===== config.mk =====
export PLATFORM = sky130hd
export DESIGN_NAME = cs_charger_supervisor
export DESIGN_NICKNAME = d
export VERILOG_FILES = /design/src/logic/cs_pkg.sv /design/src/logic/cs_charger_supervisor.sv
export SDC_FILE = /design/constraint.sdc
export NUM_CORES = 1
export LEC_CHECK = 0
export BUFFER_PORTS_ARGS = -buffer_cell sky130_fd_sc_hd__buf_4
export CAP_MARGIN = 30
export CORE_MARGIN = 4
export CORE_UTILIZATION = 51
export CTS_BUF_LIST = sky130_fd_sc_hd__clkbuf_2 sky130_fd_sc_hd__clkbuf_4 sky130_fd_sc_hd__clkbuf_8
export CTS_CLUSTER_SIZE = 40
export DETAILED_ROUTE_END_ITERATION = 10
export GPL_ROUTABILITY_DRIVEN = 0
export PLACE_DENSITY = 0.77
export SYNTH_ARGS = -nofsm -noshare
export SYNTH_HDL_FRONTEND = slang
export SYNTH_SLANG_ARGS = --single-unit

===== constraint.sdc =====
create_clock -name sys_clk -period 4.8 [get_ports sys_clk]
set_input_delay 0.72 -clock sys_clk [delete_from_list [all_inputs] [get_ports sys_clk]]
set_output_delay 0.72 -clock sys_clk [all_outputs]
set_load 0.01 [all_outputs]

===== src/logic/cs_pkg.sv =====
`default_nettype none
package cs_pkg;
    // Clock and time base
    localparam int unsigned CLK_HZ        = 125_000_000;
    localparam int unsigned MS_PER_S      = 1000;
    localparam int unsigned MS_CYC        = CLK_HZ / MS_PER_S;
    // Detection windows and blink rate
    localparam int unsigned DISCH_WIN_MS  = 1000;
    localparam int unsigned PROBE_WIN_MS  = 500;
    localparam int unsigned BLINK_MHZ     = 500;
    localparam int unsigned BLINK_HALF_MS = (MS_PER_S * MS_PER_S) / (2 * BLINK_MHZ);
    // Safety timer length, arbitrary default
    localparam int unsigned SAFETY_MS     = 10_800_000;
    localparam int unsigned CNT_W         = 32;

    // Register port
    localparam int unsigned ADDR_W    = 2;
    localparam int unsigned DATA_W    = 8;
    localparam logic [1:0]  REG_STATE = 2'h0;
    localparam logic [1:0]  REG_EVENT = 2'h1;
    localparam logic [1:0]  REG_MASK  = 2'h2;

    // Event bit positions
    localparam int unsigned EV_FAULT   = 0;
    localparam int unsigned EV_ABSENT  = 1;
    localparam int unsigned EV_PRESENT = 2;
    localparam int unsigned EV_DONE    = 3;
    localparam int unsigned EV_W       = 4;
    localparam logic [EV_W-1:0] MASK_RST = 4'h0;

    // Status read layout
    localparam int unsigned ST_STATE_LSB = 0;
    localparam int unsigned ST_BLINK     = 3;
    localparam int unsigned ST_FAULT_PRB = 4;

    typedef enum logic [2:0] {
        CS_OFF,
        CS_DISCHARGE,
        CS_PROBE,
        CS_CHARGE,
        CS_FAULT_HIGH,
        CS_FAULT_LOW,
        CS_DONE
    } cs_state_t;

    // Pin-level inputs from comparators and the enable pin
    typedef struct packed {
        logic chargeEnable;
        logic aboveRecharge;
        logic belowLowVoltage;
        logic undervoltageLockout;
        logic inputOvervoltage;
        logic sleepMode;
        logic batteryOvervoltage;
        logic chargeSuspend;
        logic chargeComplete;
    } cs_sense_t;

    typedef struct packed {
        logic              wr;
        logic              rd;
        logic [ADDR_W-1:0] addr;
        logic [DATA_W-1:0] wdata;
    } cs_bus_req_t;
endpackage
`default_nettype wire


===== src/logic/cs_charger_supervisor.sv =====
`default_nettype none
module cs_charger_supervisor #(
    parameter int unsigned MS_CYC       = cs_pkg::MS_CYC,
    parameter int unsigned DISCH_WIN_MS = cs_pkg::DISCH_WIN_MS,
    parameter int unsigned PROBE_WIN_MS = cs_pkg::PROBE_WIN_MS,
    parameter int unsigned BLINK_HALF   = cs_pkg::BLINK_HALF_MS,
    parameter int unsigned SAFETY_MS    = cs_pkg::SAFETY_MS
) (
    // Clock and reset
    input  wire logic                      sys_clk,
    input  wire logic                      srst,
    // Analog results and enable pin
    input  wire cs_pkg::cs_sense_t         sensePins,
    // Register port
    input  wire cs_pkg::cs_bus_req_t       busReq,
    output var  logic [cs_pkg::DATA_W-1:0] rdData,
    output var  logic                      irq,
    // Open-drain indications, low when enabled
    output var  logic                      supplyValidOut,
    output var  logic                      supplyValidOe,
    output var  logic                      chargeStatusOut,
    output var  logic                      chargeStatusOe,
    // Current controls
    output var  logic                      dischargeSinkEn,
    output var  logic                      probeChargeEn,
    output var  logic                      faultProbeCurrent,
    output var  logic                      fullChargeEn
);
    localparam int unsigned SW = $bits(cs_pkg::cs_sense_t);

    logic [SW-1:0]           syncFirst;
    cs_pkg::cs_sense_t       sense;
    logic                    enablePrev;
    logic                    enableFall;
    logic [cs_pkg::CNT_W-1:0] msCnt;
    logic                    msTick;
    logic [cs_pkg::CNT_W-1:0] winCnt;
    logic [cs_pkg::CNT_W-1:0] safetyCnt;
    logic [cs_pkg::CNT_W-1:0] blinkCnt;
    logic                    blinkPhase;
    logic                    absentSeen;
    cs_pkg::cs_state_t       state;
    cs_pkg::cs_state_t       next_state;
    logic                    supplyOk;
    logic                    safetyExpired;
    logic                    winDisch;
    logic                    winProbe;
    logic                    statBlink;
    logic                    statOn;
    logic [cs_pkg::EV_W-1:0] events;
    logic [cs_pkg::EV_W-1:0] newEvents;
    logic [cs_pkg::EV_W-1:0] evMask;
    logic                    evRead;

    function automatic logic hitWindow(input logic [cs_pkg::CNT_W-1:0] cnt,
                                       input int unsigned limit);
        hitWindow = (cnt >= cs_pkg::CNT_W'(limit));
    endfunction

    always_ff @(posedge sys_clk) begin
        if (srst) begin
            syncFirst <= '0;
            sense     <= '0;
        end else begin
            syncFirst <= sensePins;
            sense     <= cs_pkg::cs_sense_t'(syncFirst);
        end
    end

    always_ff @(posedge sys_clk) begin
        if (srst) begin
            enablePrev <= 1'b0;
        end else begin
            enablePrev <= sense.chargeEnable;
        end
    end
    assign enableFall = enablePrev & ~sense.chargeEnable;

    // supply valid unless lockout, overvoltage or sleep
    assign supplyOk = ~sense.undervoltageLockout & ~sense.inputOvervoltage & ~sense.sleepMode;

    // Millisecond time base
    always_ff @(posedge sys_clk) begin
        if (srst || msTick) begin
            msCnt <= '0;
        end else begin
            msCnt <= msCnt + 1'b1;
        end
    end
    assign msTick = hitWindow(msCnt, MS_CYC - 1);

    assign winDisch      = hitWindow(winCnt, DISCH_WIN_MS);
    assign winProbe      = hitWindow(winCnt, PROBE_WIN_MS);
    assign safetyExpired = hitWindow(safetyCnt, SAFETY_MS);

    always_comb begin
        next_state = state;
        unique case (state)
            cs_pkg::CS_OFF: begin
                if (sense.chargeEnable) begin
                    next_state = cs_pkg::CS_DISCHARGE;
                end
            end
            cs_pkg::CS_DISCHARGE: begin
                if (sense.belowLowVoltage) begin
                    next_state = cs_pkg::CS_PROBE;
                end else if (winDisch) begin
                    next_state = cs_pkg::CS_CHARGE;
                end
            end
            cs_pkg::CS_PROBE: begin
                if (sense.aboveRecharge) begin
                    next_state = cs_pkg::CS_DISCHARGE;
                end else if (winProbe) begin
                    next_state = cs_pkg::CS_CHARGE;
                end
            end
            cs_pkg::CS_CHARGE: begin
                if (sense.chargeComplete) begin
                    next_state = cs_pkg::CS_DONE;
                end else if (safetyExpired) begin
                    next_state = sense.aboveRecharge ? cs_pkg::CS_FAULT_HIGH
                                                     : cs_pkg::CS_FAULT_LOW;
                end
            end
            cs_pkg::CS_FAULT_HIGH: begin
                if (!sense.aboveRecharge) begin
                    next_state = cs_pkg::CS_DISCHARGE;
                end
            end
            cs_pkg::CS_FAULT_LOW: begin
                if (sense.aboveRecharge) begin
                    next_state = cs_pkg::CS_FAULT_HIGH;
                end
            end
            cs_pkg::CS_DONE: begin
                if (!sense.aboveRecharge) begin
                    next_state = cs_pkg::CS_DISCHARGE;
                end
            end
            default: begin
                next_state = cs_pkg::CS_OFF;
            end
        endcase
        if (sense.undervoltageLockout || !sense.chargeEnable) begin
            next_state = cs_pkg::CS_OFF;
        end
    end

    // reset or enable low clears faults
    always_ff @(posedge sys_clk) begin
        if (srst) begin
            state <= cs_pkg::CS_OFF;
        end else begin
            state <= next_state;
        end
    end

    // Detection window counter, restarts on every state change
    always_ff @(posedge sys_clk) begin
        if (srst || enableFall || next_state != state) begin
            winCnt <= '0;
        end else if (msTick && !winDisch) begin
            winCnt <= winCnt + 1'b1;
        end
    end

    // Safety timer runs only while charging
    always_ff @(posedge sys_clk) begin
        if (srst || enableFall || state != cs_pkg::CS_CHARGE) begin
            safetyCnt <= '0;
        // pause, keep count, on overvoltage or suspend
        end else if (msTick && !safetyExpired && !sense.batteryOvervoltage
                     && !sense.chargeSuspend) begin
            safetyCnt <= safetyCnt + 1'b1;
        end
    end

    // one second on, one second off
    always_ff @(posedge sys_clk) begin
        if (srst) begin
            blinkCnt   <= '0;
            blinkPhase <= 1'b0;
        end else if (msTick) begin
            if (hitWindow(blinkCnt, BLINK_HALF - 1)) begin
                blinkCnt   <= '0;
                blinkPhase <= ~blinkPhase;
            end else begin
                blinkCnt <= blinkCnt + 1'b1;
            end
        end
    end

    // Battery judged absent until a later detection finds one
    always_ff @(posedge sys_clk) begin
        if (srst || enableFall || next_state == cs_pkg::CS_OFF) begin
            absentSeen <= 1'b0;
        end else if (state == cs_pkg::CS_PROBE && sense.aboveRecharge) begin
            absentSeen <= 1'b1;
        end else if (next_state == cs_pkg::CS_CHARGE) begin
            absentSeen <= 1'b0;
        end
    end

    // blink on suspend, fault, overvoltage, absent
    assign statBlink = sense.chargeSuspend || sense.inputOvervoltage || absentSeen
                       || state == cs_pkg::CS_FAULT_HIGH || state == cs_pkg::CS_FAULT_LOW;
    assign statOn    = state == cs_pkg::CS_CHARGE && !sense.sleepMode;

    // Registered pin drives
    always_ff @(posedge sys_clk) begin
        if (srst) begin
            supplyValidOut    <= 1'b0;
            chargeStatusOut   <= 1'b0;
            supplyValidOe     <= 1'b0;
            chargeStatusOe    <= 1'b0;
            dischargeSinkEn   <= 1'b0;
            probeChargeEn     <= 1'b0;
            faultProbeCurrent <= 1'b0;
            fullChargeEn      <= 1'b0;
        end else begin
            // Open-drain data stays low; only the enables move
            supplyValidOut    <= 1'b0;
            chargeStatusOut   <= 1'b0;
            supplyValidOe     <= supplyOk;
            // status on, off or blinking
            // Input overvoltage must still blink, so only lockout and sleep blank it
            chargeStatusOe    <= !sense.undervoltageLockout && !sense.sleepMode
                                 && (statBlink ? blinkPhase : statOn);
            dischargeSinkEn   <= state == cs_pkg::CS_DISCHARGE;
            probeChargeEn     <= state == cs_pkg::CS_PROBE && supplyOk;
            faultProbeCurrent <= state == cs_pkg::CS_FAULT_LOW && !sense.aboveRecharge;
            // full charge only when all conditions hold
            fullChargeEn      <= state == cs_pkg::CS_CHARGE && supplyOk
                                 && sense.chargeEnable && !sense.chargeSuspend
                                 && !sense.batteryOvervoltage && !sense.chargeComplete;
        end
    end
    // Event capture
    always_comb begin
        newEvents = '0;
        newEvents[cs_pkg::EV_FAULT]   = state == cs_pkg::CS_CHARGE
                                        && (next_state == cs_pkg::CS_FAULT_HIGH
                                            || next_state == cs_pkg::CS_FAULT_LOW);
        newEvents[cs_pkg::EV_ABSENT]  = state == cs_pkg::CS_PROBE
                                        && next_state == cs_pkg::CS_DISCHARGE;
        newEvents[cs_pkg::EV_PRESENT] = state != cs_pkg::CS_CHARGE
                                        && next_state == cs_pkg::CS_CHARGE;
        newEvents[cs_pkg::EV_DONE]    = state == cs_pkg::CS_CHARGE
                                        && next_state == cs_pkg::CS_DONE;
    end

    assign evRead = busReq.rd && busReq.addr == cs_pkg::REG_EVENT;

    // Sticky events, a read clears; a new event wins
    always_ff @(posedge sys_clk) begin
        if (srst) begin
            events <= '0;
        end else begin
            events <= (evRead ? '0 : events) | newEvents;
        end
    end

    always_ff @(posedge sys_clk) begin
        if (srst) begin
            evMask <= cs_pkg::MASK_RST;
        end else if (busReq.wr && busReq.addr == cs_pkg::REG_MASK) begin
            evMask <= busReq.wdata[cs_pkg::EV_W-1:0];
        end
    end

    always_ff @(posedge sys_clk) begin
        if (srst) begin
            irq <= 1'b0;
        end else begin
            irq <= |(((evRead ? '0 : events) | newEvents) & evMask);
        end
    end

    // Read data one cycle after the strobe, zero otherwise
    always_ff @(posedge sys_clk) begin
        if (srst || !busReq.rd) begin
            rdData <= '0;
        end else begin
            rdData <= '0;
            unique case (busReq.addr)
                cs_pkg::REG_STATE: begin
                    rdData[cs_pkg::ST_STATE_LSB +: 3] <= 3'(state);
                    rdData[cs_pkg::ST_BLINK]          <= statBlink;
                    rdData[cs_pkg::ST_FAULT_PRB]      <= faultProbeCurrent;
                end
                cs_pkg::REG_EVENT: begin
                    rdData[cs_pkg::EV_W-1:0] <= events;
                end
                cs_pkg::REG_MASK: begin
                    rdData[cs_pkg::EV_W-1:0] <= evMask;
                end
                default: begin
                    rdData <= '0;
                end
            endcase
        end
    end
endmodule
`default_nettype wire


# ---- Word-level counts from Yosys, hierarchy flattened
# Cells that the tools add are included.
dict set report word_totals {
  register_bits 175
  elab_cells 134
}
dict set report op_classes {
  add_sub_neg 4
  order_cmp 5
  n_eq_ne 15
  n_mux 18
  bitwise_logic 11
  n_reduce_logical 51
}
# cell n
set ops {}
lappend ops {{$add A32 B1 Y32 const B} 4}
lappend ops {{$ge A32 B10 Y1 const B} 2}
lappend ops {{$ge A32 B17 Y1 const B} 1}
lappend ops {{$ge A32 B24 Y1 const B} 1}
lappend ops {{$ge A32 B9 Y1 const B} 1}
lappend ops {{$mux W32} 1}
lappend ops {{$mux W3} 10}
lappend ops {{$logic_and A1 B1 Y1} 21}
lappend ops {{$eq A3 B3 Y1 const B} 6}
lappend ops {{$pmux W3 S6} 1}
lappend ops {{$logic_or A1 B1 Y1} 12}
lappend ops {{$pmux W4 S3} 1}
lappend ops {{$logic_not A1 Y1} 10}
lappend ops {{$eq A3 B2 Y1 const B} 3}
lappend ops {{$eq A3 B1 Y1 const B} 2}
lappend ops {{$logic_not A3 Y1} 2}
lappend ops {{$not A1 Y1} 6}
lappend ops {{$and A4 B4 Y4} 1}
lappend ops {{$mux W1} 4}
lappend ops {{$mux W4} 1}
lappend ops {{$or A4 B4 Y4} 1}
lappend ops {{$reduce_or A2 Y1} 2}
lappend ops {{$reduce_or A4 Y1} 1}
lappend ops {{$and A1 B1 Y1} 3}
lappend ops {{other kinds (7)} 7}

# ---- Logic depth before layout (Yosys ltp)
# Gate-level depths: netlist of run 1.
dict set report logic_depth {
  word_depth 11
  mapped_depth 10
  ltp_nobuf 7
}

# ---- Worst setup path before layout of run 1
# No wires, ideal clock.
dict set report synth_timing {
  kind {register to register}
  startpoint {register msCnt[0] (netlist name)}
  endpoint {register safetyCnt[14] (netlist name)}
  arrival_time_ns 2.083
  setup_slack_ns 2.647
  path_stages_with_launch 9
  n_path_buf 1
  cell_sequence {dfxtp_1 > ha_1 > a2111oi_0 > o21a_1 > o211a_1 > buf_4 > or4_4 > or3_1 > a21oi_1}
}
dict set report synth_between {
  elab_chain_len 4
}
# item line
set synth_rtl {}
lappend synth_rtl {{from (decl)} cs_charger_supervisor.sv:35} ;# logic [cs_pkg::CNT_W-1:0] msCnt;
lappend synth_rtl {{from (signal assigned)} cs_charger_supervisor.sv:87} ;# msCnt <= msCnt + 1'b1;
lappend synth_rtl {{$ge A32 B17 Y1} cs_charger_supervisor.sv:57} ;# hitWindow = (cnt >= cs_pkg::CNT_W'(limit));
lappend synth_rtl {{$logic_and A1 B1 Y1 (2 in a row)} cs_charger_supervisor.sv:173} ;# end else if (msTick && !safetyExpired && !sense.batteryOvervoltage
lappend synth_rtl {{$logic_and A1 B1 Y1} cs_charger_supervisor.sv:174} ;# && !sense.chargeSuspend) begin
lappend synth_rtl {{to (signal assigned)} cs_charger_supervisor.sv:175} ;# safetyCnt <= safetyCnt + 1'b1;
lappend synth_rtl {{to (decl)} cs_charger_supervisor.sv:38} ;# logic [cs_pkg::CNT_W-1:0] safetyCnt;
# No other way between the ends.
# A chain may end at the register's enable or synchronous reset.

# ---- Worst setup path after layout of run 1
dict set report layout_timing {
  startpoint {register msCnt[0] (netlist name)}
  endpoint {register blinkCnt[25] (netlist name)}
}
dict set report layout_between {
  elab_chain_len 1
}
# item line
set layout_rtl {}
lappend layout_rtl {{$ge A32 B17 Y1} cs_charger_supervisor.sv:57}
lappend layout_rtl {{to (signal assigned)} cs_charger_supervisor.sv:189} ;# blinkCnt <= blinkCnt + 1'b1;
lappend layout_rtl {{to (decl)} cs_charger_supervisor.sv:39} ;# logic [cs_pkg::CNT_W-1:0] blinkCnt;
# No other way between the ends.

==> impl_results.md, run 1 <==
* Outcome: finished, final reports clean
* Area leader, netlist: dfxtp_1
* Max VDD drop at 0.248 mV
* Wire per inst at 14.6 µm
* Setup crit start kind: flip-flop
* Commonest cells post-synth: dfxtp_1, nor2_1, a21oi_1, nand2_1
* Fraction of registers with async set/reset at 0%
* Post-Syn Area per Cell at 9.59 µm²
* Mapped Cells at 730
* Port bufs at 30
* Clock transition at the registers of the reported paths at 0.09 ns
* Initial antenna violation count at 0
* Fin. Hold Viols at 0
* Largest cells by area after synthesis: dfxtp_1, nor2_1, nor3b_2, xnor2_1, a21oi_1
* Boundary Pins at 40
* Post-cts resize count at 0
* Antenna viol nets, final at 0
* Post-Route Setup TNS at 0 ns
* Worst-case reg-to-reg path depth at 7
* Max-cap violations at 0
* First DRT Iteration DRCs at 447
* Library cells used by synthesis at 62
* Final-report max-slew violation count at 0
* Top FF cell, synth: dfxtp_1
* Power Density at roughly 330 nW/µm²
* Setup Skew at 0.0145 ns
* Die Y at 125 µm
* Synthesis-to-finish area growth at 10.6%
* CP startpoint: msCnt[0]$_SDFF_PP0_
* Drc violations at 0
* R2R Path Start: msCnt[0]$_SDFF_PP0_
* Fillers at 1149
* Count leader, synth: dfxtp_1
* CP Max Fanout at 27
* Clock latency at the later pin of the worst-skew pair at 0.46 ns
* H-Tree Level Count at 4
* Critical-path cell with the highest stage delay: o211a_1
* CTS tree: done
* Max incr delay on CP at ~0.79 ns
* Cts hold-fix bufs at 0
* Met3 usage at 3.97%
* CP required at between 5 and 6 ns
* Total Wirelength at 13900 µm
* RSZ-0062 raised after global routing: false
* Data arrival time of the critical path at 3.34 ns
* Yosys reg bits at 172
* Drt pass-1 iters at 6
* HP Class: reg -> reg
* CTS sink cnt at 172
* Vias at around 5400
* Final Critical Period at 2.96 ns
* Top cell type's share of synthesized area at 49.2%
* CP endpoint kind: flip-flop
* Placed insts at 923
* Crit path cell chain: ha_1 > a2111oi_0 > o21a_1 > o211a_1 > nor2_1 > or2_2 > nor2_1
* Initial Util at 52.4%
* CTS Buf Count at 17
* Bufs on Longest Clock Path at 2
* Largest net degree at the start of global routing at 44
* ANT cells at 0
* Post-CTS setup buffer count at 0
* Sequential element share of the synthesized area at about 49%
* Period Utilization, post-route at 61.6%
* Die width at 125 µm
* Post-synth EDFFs at 0
* Hold Path Origin: sense[3]$_SDFF_PP0_
* Leakage at 0.00279 µW
* Slew margin rel. at 37.2%
* GRT Resource Usage Total at a little under a fifth
* Hold path cells at 1
* Synthesized area at 7000 µm²
* Measured slew at the worst slew-check pin at between 0.9 and 1 ns
* Clk root buf: clkbuf_8
* Final std cells w/o fill at ~960
* Met1 Use GR at 22.2%
* Met2 usage at a little under a third
* GR Overflow Total at 0
* FP Rows at 42
* DP Wirelength at 9570 µm
* WS Path Type: reg -> reg
* First-pass GRT wire length at 23700 µm
* Vias in the first global route at 5270
* Peak Freq at 338 MHz
* # nets final at between 700 and 800
* Endpoints failing setup at 0
* Die area at 15700 µm²
* YS warnings at 0
* Gr busiest metal: met2
* Drt via density at 5.64
* Core Box Area at 13300 µm²
* Share of cells above drive strength 1 at roughly 14%
* Cell with the most instances on the worst path: nor2_1
==> critical path: cells and delay by family (launching register included) <==
kind | cells | cell delay (ns)
AO/OA/AOI/OAI | 3 | 1.36
AND/OR/NAND/NOR | 3 | 0.94
flip-flops | 1 | 0.33
adder cells (fa/ha/maj) | 1 | 0.25
==> sequential cells by signal, summed over array words and instances, names as in the netlist, 3 cells and up <==
register and flops:
rdData 5, msCnt 32, sense 9, blinkCnt 32, state 3, evMask 4, safetyCnt 32, syncFirst 9
winCnt 32, events 4
==> worst paths after layout <==
kind	to	slack (ns)
setup / recovery	blinkCnt[25]$_SDFFE_PP0N_	1.84
hold / removal	chargeStatusOe$_SDFF_PP0_	0.44
setup reg to reg	blinkCnt[25]$_SDFFE_PP0N_	1.84
hold reg to reg	chargeStatusOe$_SDFF_PP0_	0.44
==> cell usage in the layout (no fill, tap or decap), types with 13 or more instances in the layout <==
| cell | count |
|---|---|
| clkbuf_8 | 19 |
| xor2_1 | 17 |
| dfxtp_1 | 172 |
| nand2_1 | 31 |
| nand4_1 | 23 |
| nor4_1 | 25 |
| a21oi_1 | 34 |
| nor2_1 | 96 |
| nand3_1 | 26 |
| nor3b_2 | 20 |
| inv_1 | 19 |
| xnor2_1 | 26 |
| o21ai_0 | 13 |
| and3_1 | 15 |
| nor2b_1 | 21 |
| buf_4 | 31 |
| nor3_1 | 21 |
| conb_1 | 20 |
==> per-stage QoR <==
stage | total power, µW | instance area [µm²] | hold WS [ns] | util, % | worst slack, ns
2_1_floorplan | 1550 | 7070 | 0.402 | - | 2.65
3_3_place_gp | 1570 | 7310 | 0.416 | 54.8 | 1.89
3_5_place_dp | 1570 | 7330 | 0.426 | 54.9 | 1.82
4_1_cts | 2570 | 7740 | 0.432 | 58.0 | 1.81
5_1_grt | 2640 | 7740 | 0.436 | 58.0 | 1.57
6_report | 2550 | 7740 | 0.439 | 58.0 | 1.84
==> routing by layer <==
metal / part of all wire, % / vias up / routed length, µm
met4: 1.5 / 0 / 214
met5: 0 / - / 0
li1: - / 2640 / -
met2: 49 / 139 / 6870
met3: 4.3 / 18 / 603
met1: 45 / 2593 / 6210
==> area by class of cell <==
class	count	area (µm²)	area share, %
flip-flops and latches	172	3440	44.5
clock buffers	20	269	3.47
multi-input cells	524	3350	43.2
repair buffers	32	253	3.26
clock inverters	12	140	1.81
well taps	176	220	2.84
inverters	19	71.3	0.921
==> where the power goes <==
| group | total (µW) | internal [µW] | switching [µW] |
|---|---|---|---|
| clock | 1010 | 500 | 511 |
| sequential | 1460 | 1450 | 10.8 |
| combinational | 81.1 | 31.4 | 49.7 |
| total | 2550 | 1980 | 571 |
==> kinds of logic after synthesis <==
group / after synthesis / share of synthesized area (%)
buf+inv: 53 / 4.02
fa+ha+maj: 6 / 1.07
compound gates: 96 / 9.49
xor+xnor: 43 / 5.38
mux: 12 / 1.73
simple gates: 347 / 29.1
other cells: 1 / 0.0536
flops: 172 / 49.2
No activity file was read; power rests on OpenSTA's default activity.
==> run 2: changes to the inputs <==
--- a/config.mk
+++ b/config.mk
@@ -5,6 +5,7 @@
 export SDC_FILE = /design/constraint.sdc
 export NUM_CORES = 1
 export LEC_CHECK = 0
+export ABC_AREA = 1
 export BUFFER_PORTS_ARGS = -buffer_cell sky130_fd_sc_hd__buf_4
 export CAP_MARGIN = 30
 export CORE_MARGIN = 4
@@ -13,7 +14,7 @@
 export CTS_CLUSTER_SIZE = 40
 export DETAILED_ROUTE_END_ITERATION = 10
 export GPL_ROUTABILITY_DRIVEN = 0
-export PLACE_DENSITY = 0.77
+export PLACE_DENSITY = 0.79
 export SYNTH_ARGS = -nofsm -noshare
 export SYNTH_HDL_FRONTEND = slang
 export SYNTH_SLANG_ARGS = --single-unit
==> constraint.sdc (replaced) <==
create_clock -name sys_clk -period 2.68 [get_ports sys_clk]
set_input_delay 0.402 -clock sys_clk [delete_from_list [all_inputs] [get_ports sys_clk]]
set_output_delay 0.402 -clock sys_clk [all_outputs]
set_load 0.01 [all_outputs]
==> run 2 against run 1 <==
Compared with the run above: clock power is 98% higher; first-iteration DRC count increased by 14%; synthesized area up 4.8%; utilization rose by 0.97 points; register-to-register slack worse by 1.6 ns; global-route usage fell by 0.088 points; non-clock buffer count is 5 higher.
==> impl_results.md, run 2 <==
* Outcome: finished, final reports clean
* Commonest non-fill, non-tap cell in the layout: nand2_1
* H-Tree Level Count at 4
* Setup Skew at around 0.0096 ns
* Critical-path cell with the highest stage delay: dfxtp_1
* Post-CTS setup buffer count at 0
* # nets final at 1087
* CP startpoint: state[0]$_SDFF_PP0_
* Port bufs at 30
* Synth Area in Compound Gates at 7.93%
* Power Density at 578 nW/µm²
* Area leader, netlist: dfxtp_1
* Data arrival time of the critical path at ~2.8 ns
* Cts hold-fix bufs at 0
* Synthesized area at 7340 µm²
* Synthesis-to-finish area growth at 12.4%
* Largest family of logic cells by synthesized area: simple AND/OR/NAND/NOR gates
* Initial Util at around 52%
* Post-synthesis xor/xnor area fraction at 2.37%
* Commonest cells post-synth: nand2_1, dfxtp_1, nor2_1, inv_1, a21oi_1
* Top cell type's share of synthesized area at 46.9%
* First-pass GRT wire length at 24300 µm
* Final std cells w/o fill at 1251
* HP Class: in -> reg
* Mux share of post-synthesis cell area at 0.153%
* Peak Freq at 413 MHz
* Leakage at 0.00314 µW
* YS warnings at 0
* CP endpoint kind: flip-flop
* ANT cells at 0
* Post-synth EDFFs at 0
* Fin. Hold Viols at 0
* Vias at 6153
* First DRT Iteration DRCs at 509
* Drc violations at 0
* Crit path cell chain: inv_2 > nor2_1 > nand2_1 > nand2_1 > nand2_1 > a21oi_1 > nand4_4 > nor2_2
* Drt pass-1 iters at 5
* Bufs on Longest Clock Path at 2
* Endpoints failing setup at 0
* Clock transition at the registers of the reported paths at ~0.090 ns
* Count leader, synth: nand2_1
* Largest cells by area after synthesis: dfxtp_1, nand2_1, nor2_1, inv_1, a21oi_1
* Core Box Area at 14000 µm²
* Setup crit start kind: flip-flop
* Total Power at 4770 µW
* Largest net degree at the start of global routing at 38
* Die Y at 128 µm
* Final-report max-slew violation count at 0
* CTS sink cnt at 172
* Initial antenna violation count at 0
* CP required at ~3.1 ns
* GRT Resource Usage Total at 18.0%
* Clk root buf: clkbuf_8
* Vias in the first global route at around 5700
* Max VDD drop at approximately 0.55 mV
* Adder-Cell Fraction of Synth Area at 1.02%
* WS Path Type: reg -> reg
* Sequential element share of the synthesized area at 46.9%
* Period Utilization, post-route at 90.3%
* Final Critical Period at 2.42 ns
* Share of cells above drive strength 1 at 11.1%
* Die width at 128 µm
* Drt via density at 4.92
* Yosys reg bits at ~170
* CP Max Fanout at 16
* Measured slew at the worst slew-check pin at 0.719 ns
* Max incr delay on CP at 0.59 ns
* Clock latency at the later pin of the worst-skew pair at 0.47 ns
* CTS Buf Count at 17
* Placed insts at 1218
* Antenna viol nets, final at 0
* DP Wirelength at 9960 µm
* Die area at around 16000 µm²
* Mapped Cells at 1003
* Max-cap violations at 0
* Min Hold Slack at 0.133 ns
* Slew margin rel. at 51.6%
* GR Overflow Total at 0
* Total Wirelength at 14000 µm
* Post-Synth Simple-Gate Area at 31.2%
* Crit path max-delay family: simple AND/OR/NAND/NOR gates
* Wire per inst at 11.2 µm
* R2R Path Start: state[0]$_SDFF_PP0_
* Worst path bufs/invs at 1
* Hold Path Origin: sensePins[4]
* Post-cts resize count at 0
* Fraction of registers with async set/reset at 0%
* FP Rows at 43
* RSZ-0062 raised after global routing: false
* Top FF cell, synth: dfxtp_1
* Post-Route Setup TNS at 0 ns
* Post-Syn Area per Cell at 7.32 µm²
* Boundary Pins at 40
* Cell with the most instances on the worst path: nand2_1
* Fillers at 1295
* Library cells used by synthesis at 40
* CTS tree: done
* Most frequent cells in the layout: nand2_1, dfxtp_1, nor2_1, inv_1, a21oi_1
## run 2: cell types whose count changed in the layout (fill, tap and decap cells not counted), moves of 11 or more
cell,before,now
a21oi_1,34,65
inv_1,19,163
nand3_1,26,42
xnor2_1,26,5
and4_1,12,0
and3_1,15,1
o21ai_0,13,27
mux2i_1,11,0
nor3b_2,20,0
nor2_2,0,25
nand2_1,31,173
nor2_1,96,164
nor2b_1,21,0
## run 2: worst reg2reg max path: stages (launching register included)
cell and delay [ns]:
dfxtp_1 0.59, inv_2 0.16, nor2_1 0.27, nand2_1 0.09, nand2_1 0.09, nand2_1 0.07
a21oi_1 0.48, nand4_4 0.41, nor2_2 0.19
## run 2: final cells by class
class                           count  area, µm²  area share, %
Timing Repair Buffer               37        278           3.37
Clock buffer                       19        262           3.17
Inverter                          168        631           7.64
Clock inverter                     13        189           2.29
Multi-Input combinational cell    662       3220           39.1
Tap cell                          180        225           2.73
Sequential cell                   172       3440           41.7
## run 2: through the flow
step | instance area [µm²] | utilization, % | worst slack, ns
floorplan | 7410 | - | 0.800
detailed placement | 7780 | 55.6 | 0.261
CTS | 8230 | 58.8 | 0.244
global placement | 7780 | 55.6 | 0.302
global route | 8250 | 59.0 | 0.0462
finish | 8250 | 59.0 | 0.261
## run 2: per-layer routing
layer  wire length, µm  up-vias  GRT usage [%]
met1              6680     2732           23.3
met4               291        0           7.30
li1                  -     3267              -
met5                 0        -              0
met3               602       30           4.67
met2              6450      124           28.6
## run 2: cell families (layout without fill, tap and decap cells)
| kind of cell | Yosys count | count (layout) |
|---|---|---|
| AND/OR/NAND/NOR | 506 | 507 |
| AO/OA/AOI/OAI | 109 | 109 |
| adder cells (fa/ha/maj) | 6 | 6 |
| buffers and inverters | 189 | 237 |
| multiplexers | 1 | 1 |
| XOR/XNOR | 19 | 19 |
| other | 1 | 20 |
| flip-flops | 172 | 172 |
## run 2: report_power, final
| part | switching [µW] | total [µW] | internal, µW |
|---|---|---|---|
| registers | 20.4 | 2610 | 2590 |
| clock network | 926 | 2000 | 1070 |
| logic | 100 | 160 | 59.3 |
## run 2: path summary, 6_finish.rpt
kind                                   to  slack, ns  depth (start not counted)
hold / removal    syncFirst[4]$_SDFF_PP0_       0.13                          3
setup / recovery  winCnt[24]$_SDFFE_PP0P_       0.26                          8
setup reg to reg  winCnt[24]$_SDFFE_PP0P_       0.26                          8
hold reg to reg       sense[0]$_SDFF_PP0_       0.40                          2
